--- src/adcs_pkg.sv ---
// Shared constants and types for the converter sequencing block.
package adcs_pkg;

  localparam int ADDR_W = 6;
  localparam int DATA_W = 32;

  ////////////////////////////////////////////////////////////////////////////
  localparam logic [ADDR_W-1:0] OFS_CTRL = 6'h00;
  localparam logic [ADDR_W-1:0] OFS_STATUS = 6'h04;
  localparam logic [ADDR_W-1:0] OFS_DS_RESULT = 6'h08;
  localparam logic [ADDR_W-1:0] OFS_SAR_RESULT = 6'h0C;
  localparam logic [ADDR_W-1:0] OFS_IRQ_STATUS = 6'h10;
  localparam logic [ADDR_W-1:0] OFS_IRQ_MASK = 6'h14;

  // Control register fields.
  localparam int CTRL_DS_START = 0;
  localparam int CTRL_DS_MODE_LO = 1;
  localparam int CTRL_DS_EN = 3;
  localparam int CTRL_SAR_EN = 4;
  localparam int CTRL_SAR_START = 5;
  localparam int CTRL_SAR_SINGLE = 6;
  localparam int CTRL_SAR_DIV_LO = 8;
  localparam int SAR_DIV_W = 8;
  localparam logic [31:0] CTRL_RESET = 32'h0000_0040;

  // Status register fields.
  localparam int ST_DS_DONE = 0;
  localparam int ST_SAR_DONE = 1;
  localparam int ST_DS_BUSY = 2;
  localparam int ST_SAR_BUSY = 3;
  localparam int ST_SAR_READY = 4;

  // Interrupt status and mask fields.
  localparam int IRQ_DS = 0;
  localparam int IRQ_SAR = 1;
  localparam int IRQ_W = 2;

  localparam logic [1:0] RESP_OKAY = 2'b00;
  localparam logic [1:0] RESP_SLVERR = 2'b10;

  ////////////////////////////////////////////////////////////////////////////
  localparam int CLK_HZ = 100_000_000;
  localparam int CLK_MHZ = CLK_HZ / 1_000_000;
  localparam int SAR_POWERUP_NS = 10_000;
  localparam int SAR_POWERUP_CYCLES = (SAR_POWERUP_NS * CLK_MHZ + 999) / 1000;
  localparam int SAR_CLK_MAX_HZ = 18_000_000;
  localparam int SAR_CLK_MIN_HZ = 1_000_000;
  localparam logic [SAR_DIV_W-1:0] SAR_DIV_MIN = 8'((CLK_HZ + SAR_CLK_MAX_HZ - 1) / SAR_CLK_MAX_HZ);
  localparam logic [SAR_DIV_W-1:0] SAR_DIV_MAX = 8'(CLK_HZ / SAR_CLK_MIN_HZ);
  localparam int SAR_TICKS_PER_SAMPLE = 18;
  localparam int SAR_BITS = 12;
  localparam int SAR_TRACK_TICKS = SAR_TICKS_PER_SAMPLE - SAR_BITS - 1;
  localparam int DS_PRIME_CONV = 3;
  localparam int DS_CONV_CYCLES = 64;
  localparam int DS_DATA_W = 16;

  typedef enum logic [1:0]
  {
    DS_SINGLE = 2'b00,
    DS_MULTI = 2'b01,
    DS_CONTINUOUS = 2'b10,
    DS_MULTI_TURBO = 2'b11
  } adcs_ds_mode_type;

  typedef enum logic [1:0]
  {
    DS_STANDBY = 2'b00,
    DS_CONVERT = 2'b01
  } adcs_ds_state_type;

  typedef enum logic [1:0]
  {
    SAR_IDLE = 2'b00,
    SAR_TRACK = 2'b01,
    SAR_STEP = 2'b10,
    SAR_FINISH = 2'b11
  } adcs_sar_state_type;

endpackage : adcs_pkg

--- src/adcs_sar_engine.sv ---
// Successive-approximation search engine paced by the converter clock tick.
`timescale 1ns/100ps
module adcs_sar_engine
#(
  parameter int BITS = adcs_pkg::SAR_BITS
)
(
  input wire logic aclk,
  input wire logic aresetn,
  input wire logic tick,
  input wire logic start,
  input wire logic cmp_high,
  output logic [BITS-1:0] dac_code,
  output logic [BITS-1:0] result,
  output logic done,
  output logic busy
);
  import adcs_pkg::*;

  adcs_sar_state_type state;
  logic [4:0] track_cnt;
  logic [$clog2(BITS)-1:0] bit_idx;
  logic [BITS-1:0] next_code;

  // Keep the trial bit when the input is at or above the DAC level, then try the next lower bit.
  always_comb
  begin
    next_code = dac_code;
    if (!cmp_high)
      next_code[bit_idx] = 1'b0;
    if (bit_idx != '0)
      next_code[bit_idx - 1'b1] = 1'b1;
  end

  always_ff @(posedge aclk)
  begin
    if (!aresetn)
    begin
      state <= SAR_IDLE;
      track_cnt <= '0;
      bit_idx <= '0;
      dac_code <= '0;
      result <= '0;
      done <= 1'b0;
      busy <= 1'b0;
    end
    else
    begin
      done <= 1'b0;
      unique case (state)
        SAR_IDLE:
        begin
          if (start)
          begin
            state <= SAR_TRACK;
            track_cnt <= '0;
            busy <= 1'b1;
          end
        end
        SAR_TRACK:
        begin
          if (tick)
          begin
            track_cnt <= track_cnt + 5'h01;
            if (track_cnt == 5'(SAR_TRACK_TICKS - 1))
            begin
              state <= SAR_STEP;
              bit_idx <= ($clog2(BITS))'(BITS - 1);
              dac_code <= {1'b1, {(BITS-1){1'b0}}};
            end
          end
        end
        SAR_STEP:
        begin
          if (tick)
          begin
            dac_code <= next_code;
            if (bit_idx == '0)
              state <= SAR_FINISH;
            else
              bit_idx <= bit_idx - 1'b1;
          end
        end
        SAR_FINISH:
        begin
          if (tick)
          begin
            result <= dac_code;
            done <= 1'b1;
            busy <= 1'b0;
            state <= SAR_IDLE;
          end
        end
      endcase
    end
  end

endmodule : adcs_sar_engine

--- src/adcs_top.sv ---
// Conversion sequencing for a delta-sigma and a successive-approximation converter, AXI4-Lite registers.
//
// Local design decisions: the register addresses and the AXI4-Lite register port.
`timescale 1ns/100ps
module adcs_top
#(
  parameter int DS_CONV_LEN = adcs_pkg::DS_CONV_CYCLES,
  parameter int DS_W = adcs_pkg::DS_DATA_W
)
(
  input wire logic aclk,
  input wire logic aresetn,
  input wire logic [adcs_pkg::ADDR_W-1:0] s_axi_awaddr,
  input wire logic s_axi_awvalid,
  output logic s_axi_awready,
  input wire logic [31:0] s_axi_wdata,
  input wire logic [3:0] s_axi_wstrb,
  input wire logic s_axi_wvalid,
  output logic s_axi_wready,
  output logic [1:0] s_axi_bresp,
  output logic s_axi_bvalid,
  input wire logic s_axi_bready,
  input wire logic [adcs_pkg::ADDR_W-1:0] s_axi_araddr,
  input wire logic s_axi_arvalid,
  output logic s_axi_arready,
  output logic [31:0] s_axi_rdata,
  output logic [1:0] s_axi_rresp,
  output logic s_axi_rvalid,
  input wire logic s_axi_rready,
  input wire logic ds_start_pin,
  input wire logic [DS_W-1:0] ds_decim_data,
  output logic ds_decim_clear,
  output logic ds_eoc,
  input wire logic sar_start_pin,
  input wire logic sar_cmp,
  output logic [adcs_pkg::SAR_BITS-1:0] sar_dac_code,
  output logic sar_eoc,
  output logic irq
);
  import adcs_pkg::*;

  ////////////////////////////////////////////////////////////////////////////
  logic [31:0] ctrl;
  logic [IRQ_W-1:0] irq_status;
  logic [IRQ_W-1:0] irq_mask;
  logic [DS_W-1:0] ds_result;
  logic [SAR_BITS-1:0] sar_result;
  logic [31:0] wmask;
  logic wr_go;
  logic rd_go;
  logic [ADDR_W-1:0] rd_addr;
  logic ds_start_req;
  logic sar_start_req;

  adcs_ds_mode_type ds_mode;
  assign ds_mode = adcs_ds_mode_type'(ctrl[CTRL_DS_MODE_LO +: 2]);

  // Byte-lane mask built from the write strobes.
  genvar lane;
  generate
    for (lane = 0; lane < 4; lane++)
    begin : g_lane
      assign wmask[lane*8 +: 8] = {8{s_axi_wstrb[lane]}};
    end
  endgenerate

  // Write address and data are taken together in one cycle; bvalid rises on the same edge as awready and wready.
  assign wr_go = s_axi_awvalid && s_axi_wvalid && !s_axi_awready && !s_axi_bvalid;
  assign rd_go = s_axi_arvalid && !s_axi_arready && !s_axi_rvalid;

  always_ff @(posedge aclk)
  begin
    if (!aresetn)
    begin
      s_axi_awready <= 1'b0;
      s_axi_wready <= 1'b0;
      s_axi_bvalid <= 1'b0;
      s_axi_bresp <= RESP_OKAY;
    end
    else
    begin
      s_axi_awready <= wr_go;
      s_axi_wready <= wr_go;
      if (wr_go)
      begin
        s_axi_bvalid <= 1'b1;
        unique case (s_axi_awaddr)
          OFS_CTRL, OFS_STATUS, OFS_DS_RESULT, OFS_SAR_RESULT, OFS_IRQ_STATUS, OFS_IRQ_MASK:
            s_axi_bresp <= RESP_OKAY;
          default:
            s_axi_bresp <= RESP_SLVERR;
        endcase
      end
      else if (s_axi_bready)
        s_axi_bvalid <= 1'b0;
    end
  end

  // Start bits are self-clearing; the clamped divider keeps the converter clock legal.
  always_ff @(posedge aclk)
  begin
    if (!aresetn)
      ctrl <= CTRL_RESET;
    else if (wr_go && s_axi_awaddr == OFS_CTRL)
      ctrl <= (ctrl & ~wmask) | (s_axi_wdata & wmask);
    else
    begin
      ctrl[CTRL_DS_START] <= 1'b0;
      ctrl[CTRL_SAR_START] <= 1'b0;
    end
  end

  always_ff @(posedge aclk)
  begin
    if (!aresetn)
      irq_mask <= '0;
    else if (wr_go && s_axi_awaddr == OFS_IRQ_MASK && s_axi_wstrb[0])
      irq_mask <= s_axi_wdata[IRQ_W-1:0];
  end

  assign rd_addr = s_axi_araddr;

  ////////////////////////////////////////////////////////////////////////////
  // Pin inputs pass two flip-flops; edges are found after the second.
  logic [2:0] ds_pin_sync;
  logic [2:0] sar_pin_sync;
  logic [1:0] cmp_sync;

  always_ff @(posedge aclk)
  begin
    if (!aresetn)
    begin
      ds_pin_sync <= '0;
      sar_pin_sync <= '0;
      cmp_sync <= '0;
    end
    else
    begin
      ds_pin_sync <= {ds_pin_sync[1:0], ds_start_pin};
      sar_pin_sync <= {sar_pin_sync[1:0], sar_start_pin};
      cmp_sync <= {cmp_sync[0], sar_cmp};
    end
  end

  assign ds_start_req = ctrl[CTRL_DS_START] || (ds_pin_sync[1] && !ds_pin_sync[2]);

  ////////////////////////////////////////////////////////////////////////////
  // Delta-sigma sequencer: each conversion lasts DS_CONV_LEN cycles.
  adcs_ds_state_type ds_state;
  logic [$clog2(DS_CONV_LEN)-1:0] ds_cycle;
  logic [1:0] ds_primed;
  logic ds_conv_end;
  logic ds_result_evt;
  logic ds_done;
  logic ds_read;

  assign ds_conv_end = ds_state == DS_CONVERT && ds_cycle == ($clog2(DS_CONV_LEN))'(DS_CONV_LEN - 1);
  assign ds_result_evt = ds_conv_end && ds_primed == 2'(DS_PRIME_CONV);

  always_ff @(posedge aclk)
  begin
    if (!aresetn)
    begin
      ds_state <= DS_STANDBY;
      ds_cycle <= '0;
      ds_primed <= '0;
      ds_decim_clear <= 1'b0;
    end
    else
    begin
      ds_decim_clear <= 1'b0;
      unique case (ds_state)
        DS_STANDBY:
        begin
          if (ctrl[CTRL_DS_EN] && ds_start_req)
          begin
            ds_state <= DS_CONVERT;
            ds_cycle <= '0;
            ds_primed <= '0;
            ds_decim_clear <= 1'b1;
          end
        end
        DS_CONVERT:
        begin
          // Starts seen here are dropped, so a running sample is never restarted.
          if (!ctrl[CTRL_DS_EN])
            ds_state <= DS_STANDBY;
          else if (ds_conv_end)
          begin
            ds_cycle <= '0;
            if (!ds_result_evt)
              ds_primed <= ds_primed + 2'b01;
            else if (ds_mode == DS_SINGLE)
              ds_state <= DS_STANDBY;
            else if (ds_mode != DS_CONTINUOUS)
            begin
              ds_primed <= '0;
              ds_decim_clear <= 1'b1;
            end
          end
          else
            ds_cycle <= ds_cycle + 1'b1;
        end
        default:
          ds_state <= DS_STANDBY;
      endcase
    end
  end

  // A new result at the same edge as a read keeps the flag set.
  always_ff @(posedge aclk)
  begin
    if (!aresetn)
    begin
      ds_result <= '0;
      ds_done <= 1'b0;
    end
    else if (ds_result_evt)
    begin
      ds_result <= ds_decim_data;
      ds_done <= 1'b1;
    end
    else if (ds_read)
      ds_done <= 1'b0;
  end

  assign ds_eoc = ds_done;

  ////////////////////////////////////////////////////////////////////////////
  // Converter clock tick; eighteen ticks make one sample.
  logic [SAR_DIV_W-1:0] sar_div;
  logic [SAR_DIV_W-1:0] sar_div_cnt;
  logic sar_tick;
  logic sar_en_q;
  logic [$clog2(SAR_POWERUP_CYCLES+1)-1:0] sar_wait;
  logic sar_ready;
  logic sar_busy;
  logic sar_fin;
  logic sar_done;
  logic sar_read;
  logic sar_go;

  always_comb
  begin
    sar_div = ctrl[CTRL_SAR_DIV_LO +: SAR_DIV_W];
    if (sar_div < SAR_DIV_MIN)
      sar_div = SAR_DIV_MIN;
    else if (sar_div > SAR_DIV_MAX)
      sar_div = SAR_DIV_MAX;
  end

  always_ff @(posedge aclk)
  begin
    if (!aresetn)
    begin
      sar_div_cnt <= '0;
      sar_tick <= 1'b0;
    end
    else
    begin
      sar_tick <= sar_div_cnt >= sar_div - 1'b1;
      if (sar_div_cnt >= sar_div - 1'b1)
        sar_div_cnt <= '0;
      else
        sar_div_cnt <= sar_div_cnt + 1'b1;
    end
  end

  // Enable low means powered down; each rise restarts the settle wait.
  always_ff @(posedge aclk)
  begin
    if (!aresetn)
    begin
      sar_en_q <= 1'b0;
      sar_wait <= '0;
      sar_ready <= 1'b0;
    end
    else
    begin
      sar_en_q <= ctrl[CTRL_SAR_EN];
      if (!ctrl[CTRL_SAR_EN] || !sar_en_q)
      begin
        sar_wait <= '0;
        sar_ready <= 1'b0;
      end
      else if (sar_wait == ($clog2(SAR_POWERUP_CYCLES+1))'(SAR_POWERUP_CYCLES - 1))
        sar_ready <= 1'b1;
      else
        sar_wait <= sar_wait + 1'b1;
    end
  end

  assign sar_start_req = ctrl[CTRL_SAR_START] || (sar_pin_sync[1] && !sar_pin_sync[2]);
  // Continuous mode relaunches itself; starts while busy are not passed on.
  assign sar_go = sar_ready && !sar_busy && !sar_fin &&
    (sar_start_req || !ctrl[CTRL_SAR_SINGLE]);

  adcs_sar_engine #(.BITS(SAR_BITS)) u_engine
  (
    .aclk(aclk),
    .aresetn(aresetn),
    .tick(sar_tick),
    .start(sar_go),
    .cmp_high(cmp_sync[1]),
    .dac_code(sar_dac_code),
    .result(sar_result),
    .done(sar_fin),
    .busy(sar_busy)
  );

  always_ff @(posedge aclk)
  begin
    if (!aresetn)
      sar_done <= 1'b0;
    else if (sar_fin)
      sar_done <= 1'b1;
    else if (sar_read)
      sar_done <= 1'b0;
  end

  assign sar_eoc = sar_done;

  ////////////////////////////////////////////////////////////////////////////
  // Sticky event bits; a new event beats a write-one-to-clear at the same edge.
  always_ff @(posedge aclk)
  begin
    if (!aresetn)
      irq_status <= '0;
    else
    begin
      for (int i = 0; i < IRQ_W; i++)
      begin
        if ((i == IRQ_DS && ds_result_evt) || (i == IRQ_SAR && sar_fin))
          irq_status[i] <= 1'b1;
        else if (wr_go && s_axi_awaddr == OFS_IRQ_STATUS && s_axi_wstrb[0] && s_axi_wdata[i])
          irq_status[i] <= 1'b0;
      end
    end
  end

  always_ff @(posedge aclk)
  begin
    if (!aresetn)
      irq <= 1'b0;
    else
      irq <= |(irq_status & irq_mask);
  end

  ////////////////////////////////////////////////////////////////////////////
  // Reading a result register is what releases its done flag.
  assign ds_read = rd_go && rd_addr == OFS_DS_RESULT;
  assign sar_read = rd_go && rd_addr == OFS_SAR_RESULT;

  always_ff @(posedge aclk)
  begin
    if (!aresetn)
    begin
      s_axi_arready <= 1'b0;
      s_axi_rvalid <= 1'b0;
      s_axi_rdata <= '0;
      s_axi_rresp <= RESP_OKAY;
    end
    else
    begin
      s_axi_arready <= rd_go;
      if (rd_go)
      begin
        s_axi_rvalid <= 1'b1;
        s_axi_rresp <= RESP_OKAY;
        s_axi_rdata <= '0;
        unique case (rd_addr)
          OFS_CTRL:
            s_axi_rdata <= ctrl;
          OFS_STATUS:
          begin
            s_axi_rdata[ST_DS_DONE] <= ds_done;
            s_axi_rdata[ST_SAR_DONE] <= sar_done;
            s_axi_rdata[ST_DS_BUSY] <= ds_state == DS_CONVERT;
            s_axi_rdata[ST_SAR_BUSY] <= sar_busy;
            s_axi_rdata[ST_SAR_READY] <= sar_ready;
          end
          OFS_DS_RESULT:
            s_axi_rdata[DS_W-1:0] <= ds_result;
          OFS_SAR_RESULT:
            s_axi_rdata[SAR_BITS-1:0] <= sar_result;
          OFS_IRQ_STATUS:
            s_axi_rdata[IRQ_W-1:0] <= irq_status;
          OFS_IRQ_MASK:
            s_axi_rdata[IRQ_W-1:0] <= irq_mask;
          default:
            s_axi_rresp <= RESP_SLVERR;
        endcase
      end
      else if (s_axi_rready)
        s_axi_rvalid <= 1'b0;
    end
  end

endmodule : adcs_top

--- config.mk ---
export PLATFORM = sky130hd
export DESIGN_NAME = adcs_top
export DESIGN_NICKNAME = d
export VERILOG_FILES = /design/src/adcs_pkg.sv /design/src/adcs_sar_engine.sv /design/src/adcs_top.sv
export SDC_FILE = /design/constraint.sdc
export NUM_CORES = 1
export LEC_CHECK = 0
export ABC_CLOCK_PERIOD_IN_PS = 3700
export BUFFER_PORTS_ARGS = -buffer_cell sky130_fd_sc_hd__clkbuf_2
export CORE_MARGIN = 4
export CORE_UTILIZATION = 51
export DETAILED_ROUTE_END_ITERATION = 10
export GPL_TIMING_DRIVEN = 0
export PLACE_DENSITY = 0.81
export SYNTH_ARGS = -nofsm -noshare
export SYNTH_HDL_FRONTEND = slang
export SYNTH_SLANG_ARGS = --single-unit
--- constraint.sdc ---
create_clock -name aclk -period 3.7 [get_ports aclk]
set_input_delay 0 -clock aclk [delete_from_list [all_inputs] [get_ports aclk]]
set_output_delay 0 -clock aclk [all_outputs]
set_load 0.02 [all_outputs]
### Word-level counts from Yosys, hierarchy flattened

Index checks and enable logic that the tools add are counted.

* add/subtract/negate cells: 7
* $lt $le $gt $ge: 7
* eq/ne operators: 34
* mux-type cells: 74
* bitwise operators: 9
* reduce and logical (&&, ||, !) cells: 72

Operator list (count)
* AND 32 bit: 2
* two-way mux 12 bit: 5
* two-way mux 2 bit: 19
* inverter 32 bit: 1
* bitwise OR 32 bit: 1
* == test 6 x 4 -> 1 bit (second input constant): 4
* == test 6 x 5 -> 1 bit (second input constant): 4
* logical AND 1 bit: 24
* one-hot mux 12 bit (2 select lines): 1
* two-way mux 1 bit: 23
* one-hot mux 7 bit (3 select lines): 1
* nonzero test 2 bit: 10
* two-way mux 6 bit: 3
* != test 2 bit (second input constant): 9
* two-way mux 16 bit: 1
* two-way mux 4 bit: 4
* two-way mux 8 bit: 2
* one-hot mux 4 bit (2 select lines): 2
* != test 3 bit (second input constant): 5
* AND 12 bit: 1
* == test 6 x 3 -> 1 bit (second input constant): 2
* zero test 6 bit: 2
* inverter 12 bit: 1
* bitwise OR 12 bit: 1
* other kinds (41): 75

* register bits: 172
* bits of input ports: 74
* output and inout port bits: 57
* word-level logic and storage cells: 238

### Logic depth before layout (Yosys ltp)

Gate-level depths: netlist of run 1.

* depth in word-level cells: 11
* mapped depth: 14
* gate-level depth less buffers: 13

### Hierarchy

From an unflattened synthesis of run 1, not the netlist that was laid out.

* cells, all modules: 903
* area total of the unflattened synthesis: 7960.1 µm²

Modules (own cells, without submodules)
* adcs_top: instances 1, cells an instance 658, area an instance 5955.7 µm², sequential area each 2642.5 µm²
* adcs_sar_engine: instances 1, cells an instance 245, area an instance 2004.4 µm², sequential area each 740.7 µm²

### Worst setup path after synthesis of run 1

OpenSTA, ideal clock, no wires.

* path type: reg-to-reg
* from: register (tool-made name)
* to: register sar_div_cnt[2]
* library setup time: 68 ps
* data arrival time: 2465 ps
* required time: 3632 ps
* path slack: 1167 ps
* cell stages (with the launch flop): 13
* buffers on the path: 1
* clock period less this slack: 2533 ps
* path through: dfxtp_1 > clkbuf_1 > or4_1 > nand3_1 > nor2_1 > nand3_1 > xnor2_1 > ha_1 > a21o_1 > a21o_1 > a21oi_1 > o211ai_1 > nor2_1

RTL lines
* end signal, assigned: line adcs_top.sv:265 `sar_div_cnt <= sar_div_cnt + 1'b1;`
* end, declared: line adcs_top.sv:232 `logic [SAR_DIV_W-1:0] sar_div_cnt;`

==> results_dict.tcl, run 1 <==
set metrics [dict create \
    clock-root-buffer "clkbuf_16" \
    synth_top_area_share_pct 45.4 \
    yosysUniqueCellTypes 65 \
    min_period_over_period_pct 77.6 \
    cts_hold_buf 65 \
    cp_max_fo 9 \
    grtUsageTotal_pct 26.1 \
    drv_slew 0 \
    cts_tree "built" \
    cap_violations 0 \
    syn_inst 892 \
    slew_headroom_pct 49.3 \
    worstPathRequired_ps 3990 \
    synth_edf_count 0 \
    ys.flop_type "dfxtp_1" \
    dieArea_sq_mm 0.0166 \
    path_clk_slew_ps 60 \
    synth_common_cells "nand2_1, dfxtp_1, a21oi_1" \
    dp_hpwl_um 14900 \
    yosysMostFrequentCell "nand2_1" \
    setup_viol 0 \
    drtIter0Drc 758 \
    cts_max_level 4 \
    place_congestion 0.893 \
    drc 0 \
    routedWlPerCell_um 16.8 \
    port_buffers 126 \
    num_vias 7257 \
    grt_max_degree 17 \
    ios 131 \
    postCtsSetupBuffers 0 \
    synth-async-reset-ratio_pct 0 \
    outcome "completed" \
    syn-cell-area_sq_mm 0.00746 \
    vdd_ir_drop_max_mv 0.358 \
    fmax_mhz 348 \
    tns_ps 0 \
    totalWireLength_um 21700 \
    antenna_found_initial 0 \
    path_class "register to register" \
    overflow 0 \
    yosysSeqAreaShare_pct 45.4 \
    hp-class "primary input to register" \
    clock_latency_ps 430 \
    min_from "s_axi_araddr[4]" \
    fin_ws_ps 830 \
    skew_ps 7.97 \
    critPathLaunchType "register" \
    hold-path-cell-count 4 \
    r2r_setup_slack_ps 830 \
    critPathArrivalTime_ps 3160 \
    ant_nets 0 \
    num-nets-final 1200 \
    die_width_um 129 \
    nFillCells 1116 \
    antennaDiodeCount 0 \
    drive_gt1_share_pct 17.3 \
    worstMarginPinSlew_ps 760 \
    clockBufferDepth 2 \
    rows 43 \
    p_per_area_mw_per_mm2 458 \
    power_leakage_nw 3.78 \
    start_util_pct 52.9 \
    core_sq_mm 0.0141 \
    placed_cell_area_sq_mm 0.00832 \
    regToRegEndpoint "sar_div_cnt[4]" \
    end_kind "register" \
    worst-r2r-cell-count 10 \
    final_core_util_pct 67.9 \
    post_cts_resized 0 \
    grt_pass1_wl_um 34300 \
    hold_ws_ps 41.9 \
    syn_area_per_cell_sq_um 8.36 \
    area_growth_pct 28.4 \
    die_h_um 129 \
    rsz0062_at_grt "false" \
    dpl_worst_slack_ps 837 \
    ys_seq_elements 169 \
    ys_warn_count 0 \
    min_to "s_axi_rresp[1]" \
    numCtsBuffers 17 \
    firstDrtPassIters 8 \
    yosysTopAreaCell "dfxtp_1" \
    netlist_top_cells_area "dfxtp_1, nand2_1, a21oi_1" \
    vias_per_cell 5.61 \
    hold_violations 0 \
    final_cell_area_sq_mm 0.00958 \
    clock_sink_count 169 \
    grt_pass1_vias 7005 \
    period_needed_ps 2870 \
]
area by class of cell:
class	count	area, sq um	share of cell area (%)
Sequential cell	169	3380	35.3
Timing Repair Buffer	191	1280	13.4
Tap cell	180	225	2.35
Buffer	51	260	2.72
Multi-Input combinational cell	653	3740	39.1
Clock buffer	21	460	4.81
Clock inverter	9	148	1.54
Inverter	20	75.1	0.784
through the flow:
step	power, mW	cells
floorplan	2.33	893
global placement	2.49	1199
detailed placement	2.50	1199
CTS	4.38	1294
global route	4.55	1294
finish	4.39	1294
layer usage:
metal,vias to the layer above,global-route usage (%),part of all wire [%]
li1,3510,-,-
met1,3323,33.0,42
met2,355,43.5,48
met3,69,5.52,7.4
met4,0,10.6,3.4
met5,-,0,0
placed cells by master (no fill, tap or decap), types with 4 or more instances in the layout:
master,synthesis,final
clkbuf_2,0,126
dlygate4sd3_1,0,65
nand2b_1,8,8
bufinv_16,0,4
or3_1,5,5
and2_1,12,12
mux2i_1,23,23
mux2_2,6,6
dfxtp_1,169,169
clkbuf_16,0,17
clkinv_2,0,4
clkbuf_8,2,4
nor2_1,78,78
a221oi_1,5,5
a31oi_1,4,4
a21oi_1,102,102
nand2_1,178,178
xnor2_1,12,12
ha_1,23,23
clkbuf_1,29,31
and3_1,11,11
buf_4,6,6
o211ai_1,4,4
a211oi_1,5,5
a32o_1,9,9
inv_1,19,19
o31ai_1,4,4
o21ai_0,41,41
xor2_1,11,11
a21o_1,5,5
nand3_1,39,39
nor3_1,10,10
nand4_1,6,6
buf_2,9,9
nor2b_1,6,6
worst max path at each step:
stage / to / slack, ps / depth (start not counted) / startpoint
after floorplan: sar_div_cnt[2] / 1170 / 12 / register
after global placement: sar_div_cnt[7] / 910 / 12 / register
after detailed placement: sar_div_cnt[4] / 840 / 12 / register
after CTS: sar_div_cnt[6] / 810 / 11 / register
after global routing: sar_div_cnt[6] / 520 / 11 / register
final: sar_div_cnt[4] / 830 / 10 / register
kinds of logic (layout without fill, tap and decap cells):
logic type               Yosys count  count (layout)  synth area share, %
AND/OR/NAND/NOR                  375             375                 23.0
AO/OA/AOI/OAI                    200             200                 16.4
flip-flops                       169             169                 45.4
buffers and inverters             71             292                 4.50
multiplexers                      29              29                 3.99
adder cells (fa/ha/maj)           23              23                 3.86
XOR/XNOR                          23              23                 2.70
other                              2               3                0.101
power by group:
part / total, mW / internal (mW) / switching (mW)
Clock: 1.85 / 1.15 / 0.701
Combinational: 0.619 / 0.262 / 0.357
Sequential: 1.92 / 1.86 / 0.0532
Total: 4.39 / 3.28 / 1.11
critical path: stages, from the launching register on:
cell and delay, ps:
dfxtp_1 290, clkbuf_1 190, or4_1 560, nand3_1 180, nor3_1 70, mux2_2 280, ha_1 290, o21a_1 130
a21oi_1 90, o211ai_1 540, nor2_1 100
(Power assumes the default switching activity.)
==> inputs of run 2 (changes only) <==
--- a/config.mk
+++ b/config.mk
@@ -5,13 +5,13 @@
 export SDC_FILE = /design/constraint.sdc
 export NUM_CORES = 1
 export LEC_CHECK = 0
-export ABC_CLOCK_PERIOD_IN_PS = 3700
+export ABC_CLOCK_PERIOD_IN_PS = 2500
 export BUFFER_PORTS_ARGS = -buffer_cell sky130_fd_sc_hd__clkbuf_2
 export CORE_MARGIN = 4
 export CORE_UTILIZATION = 51
 export DETAILED_ROUTE_END_ITERATION = 10
 export GPL_TIMING_DRIVEN = 0
-export PLACE_DENSITY = 0.81
+export PLACE_DENSITY = 0.84
 export SYNTH_ARGS = -nofsm -noshare
 export SYNTH_HDL_FRONTEND = slang
 export SYNTH_SLANG_ARGS = --single-unit
==> constraint.sdc (replaced) <==
create_clock -name aclk -period 2.5 [get_ports aclk]
set_input_delay 0 -clock aclk [delete_from_list [all_inputs] [get_ports aclk]]
set_output_delay 0 -clock aclk [all_outputs]
set_load 0.02 [all_outputs]
==> results_dict.tcl, run 2 (synthesized netlist as in run 1, its figures left out) <==
set metrics [dict create \
    outcome "complete, but fails checks" \
    violations "negative setup slack" \
    critPathArrivalTime_ps 2930 \
    slew_headroom_pct 44.5 \
    min_from "s_axi_araddr[0]" \
    rsz0062_at_grt "true" \
    final_common_cell "nand2_1" \
    routedWlPerCell_um 17.4 \
    cap_violations 0 \
    numCtsBuffers 17 \
    p_per_area_mw_per_mm2 651 \
    vias_per_cell 5.71 \
    clock-root-buffer "clkbuf_16" \
    period_needed_ps 2570 \
    cpPeakStageDelay_ps 550 \
    drtIter0Drc 842 \
    dpl_worst_slack_ps -351 \
    skew_ps 10.5 \
    power_leakage_nw 3.83 \
    core_sq_mm 0.0141 \
    firstDrtPassIters 6 \
    num_vias 7451 \
    cp_common_cell "a21o_1" \
    drc 0 \
    final_cell_area_sq_mm 0.00974 \
    dp_cells 1199 \
    rows 43 \
    num-nets-final 1208 \
    cts_tree "built" \
    path_clk_slew_ps 70 \
    clock_latency_ps 430 \
    vdd_ir_drop_max_mv 0.510 \
    antenna_found_initial 0 \
    antennaDiodeCount 0 \
    fin_ws_ps -68.9 \
    cp_max_fo 7 \
    min_period_over_period_pct 103 \
    cts_max_level 4 \
    ant_nets 0 \
    clock_sink_count 169 \
    start_util_pct 52.9 \
    grt_pass1_wl_um 35100 \
    grtUsageTotal_pct 26.7 \
    die_h_um 129 \
    place_congestion 0.925 \
    grt_pass1_vias 7058 \
    tns_ps -297 \
    path_class "register to register" \
    fmax_mhz 389 \
    worstPathRequired_ps 2860 \
    drive_gt1_share_pct 20.6 \
    port_buffers 126 \
    crit_slowest_cell "or4_4" \
    path_cells "or4_4 -> nand3_4 -> nor2_2 -> nand3_2 -> xnor2_2 -> ha_1 -> a21o_1 -> a21o_1 -> a21oi_2 -> o211ai_1 -> buf_4 -> nor2_1" \
    critPathLaunchType "register" \
    hold_ws_ps 22.6 \
    hp-class "primary input to register" \
    grt_max_degree 17 \
    worstMarginPinSlew_ps 829 \
    totalWireLength_um 22600 \
    end_kind "register" \
    placed_cell_area_sq_mm 0.00832 \
    drv_slew 0 \
    r2r_setup_slack_ps -70 \
    ios 131 \
    overflow 0 \
    area_growth_pct 30.6 \
    dieArea_sq_mm 0.0166 \
    die_width_um 129 \
    dp_hpwl_um 14900 \
    clockBufferDepth 2 \
    fin_cells 1304 \
    hold_violations 0 \
    setup_viol 8 \
    most-common-layout-cells "nand2_1, dfxtp_1, clkbuf_2" \
]
run 2: changes by cell type in the layout (fill, tap and decap cells not counted), sizes merged:
cell / delta
buf: +12
bufinv: -2
clkbuf: -4
clkinv: +4
clkinvlp: +1
dlygate4sd3: -1
run 2: metal layers:
| metal | vias to the layer above | global-route usage (%) | wire length (um) |
|---|---|---|---|
| met5 | - | 0 | 0 |
| met4 | 0 | 11.6 | 827 |
| met3 | 84 | 6.43 | 1890 |
| met2 | 378 | 43.7 | 10900 |
| met1 | 3463 | 33.7 | 8960 |
| li1 | 3526 | - | - |
run 2: through the flow:
stage / total power, mW / utilization (%)
4_1_cts: 6.31 / 68.2
3_5_place_dp: 3.70 / 59.0
3_3_place_gp: 3.68 / 59.0
5_1_grt: 6.56 / 69.1
2_1_floorplan: 3.45 / -
6_report: 6.34 / 69.1
run 2: worst paths after layout:
check,end,cells after the start
max,sar_div_cnt[7],12
max reg2reg,sar_div_cnt[7],12
min reg2reg,ds_pin_sync[1],1
min,s_axi_rdata[1],4
run 2: layout make-up:
| cell class | instances | area (sq um) |
|---|---|---|
| inverter | 20 | 75.1 |
| timing repair buffer | 203 | 1370 |
| fill | 1049 | 4360 |
| tap | 180 | 225 |
| clock inverter | 12 | 126 |
| multi-input combinational | 653 | 3850 |
| sequential | 169 | 3400 |
| clock buffer | 20 | 447 |
| buffer | 47 | 245 |
run 2: report_power, final:
group	leakage, nW	switching (mW)	internal, mW
combinational	2.18	0.527	0.393
sequential	1.37	0.0821	2.75
clock	0.280	1.09	1.49
run 2: worst max-delay path: cells and delay by family, from the launching register on:
kind | cells | cell delay, ps
adder cells (fa/ha/maj) | 1 | 250
flip-flops | 1 | 370
XOR/XNOR | 1 | 110
AND/OR/NAND/NOR | 5 | 880
buffers and inverters | 1 | 230
AO/OA/AOI/OAI | 4 | 660
run 2: timing repair:
item | 4_1_cts | 5_1_grt
setup buffers | 7 | 6
gates resized for setup | 12 | 19
setup endpoints to repair | 9 | 8
pin swaps | 3 | 16
hold buffers | 64 | 0
hold endpoints to repair | 63 | 0
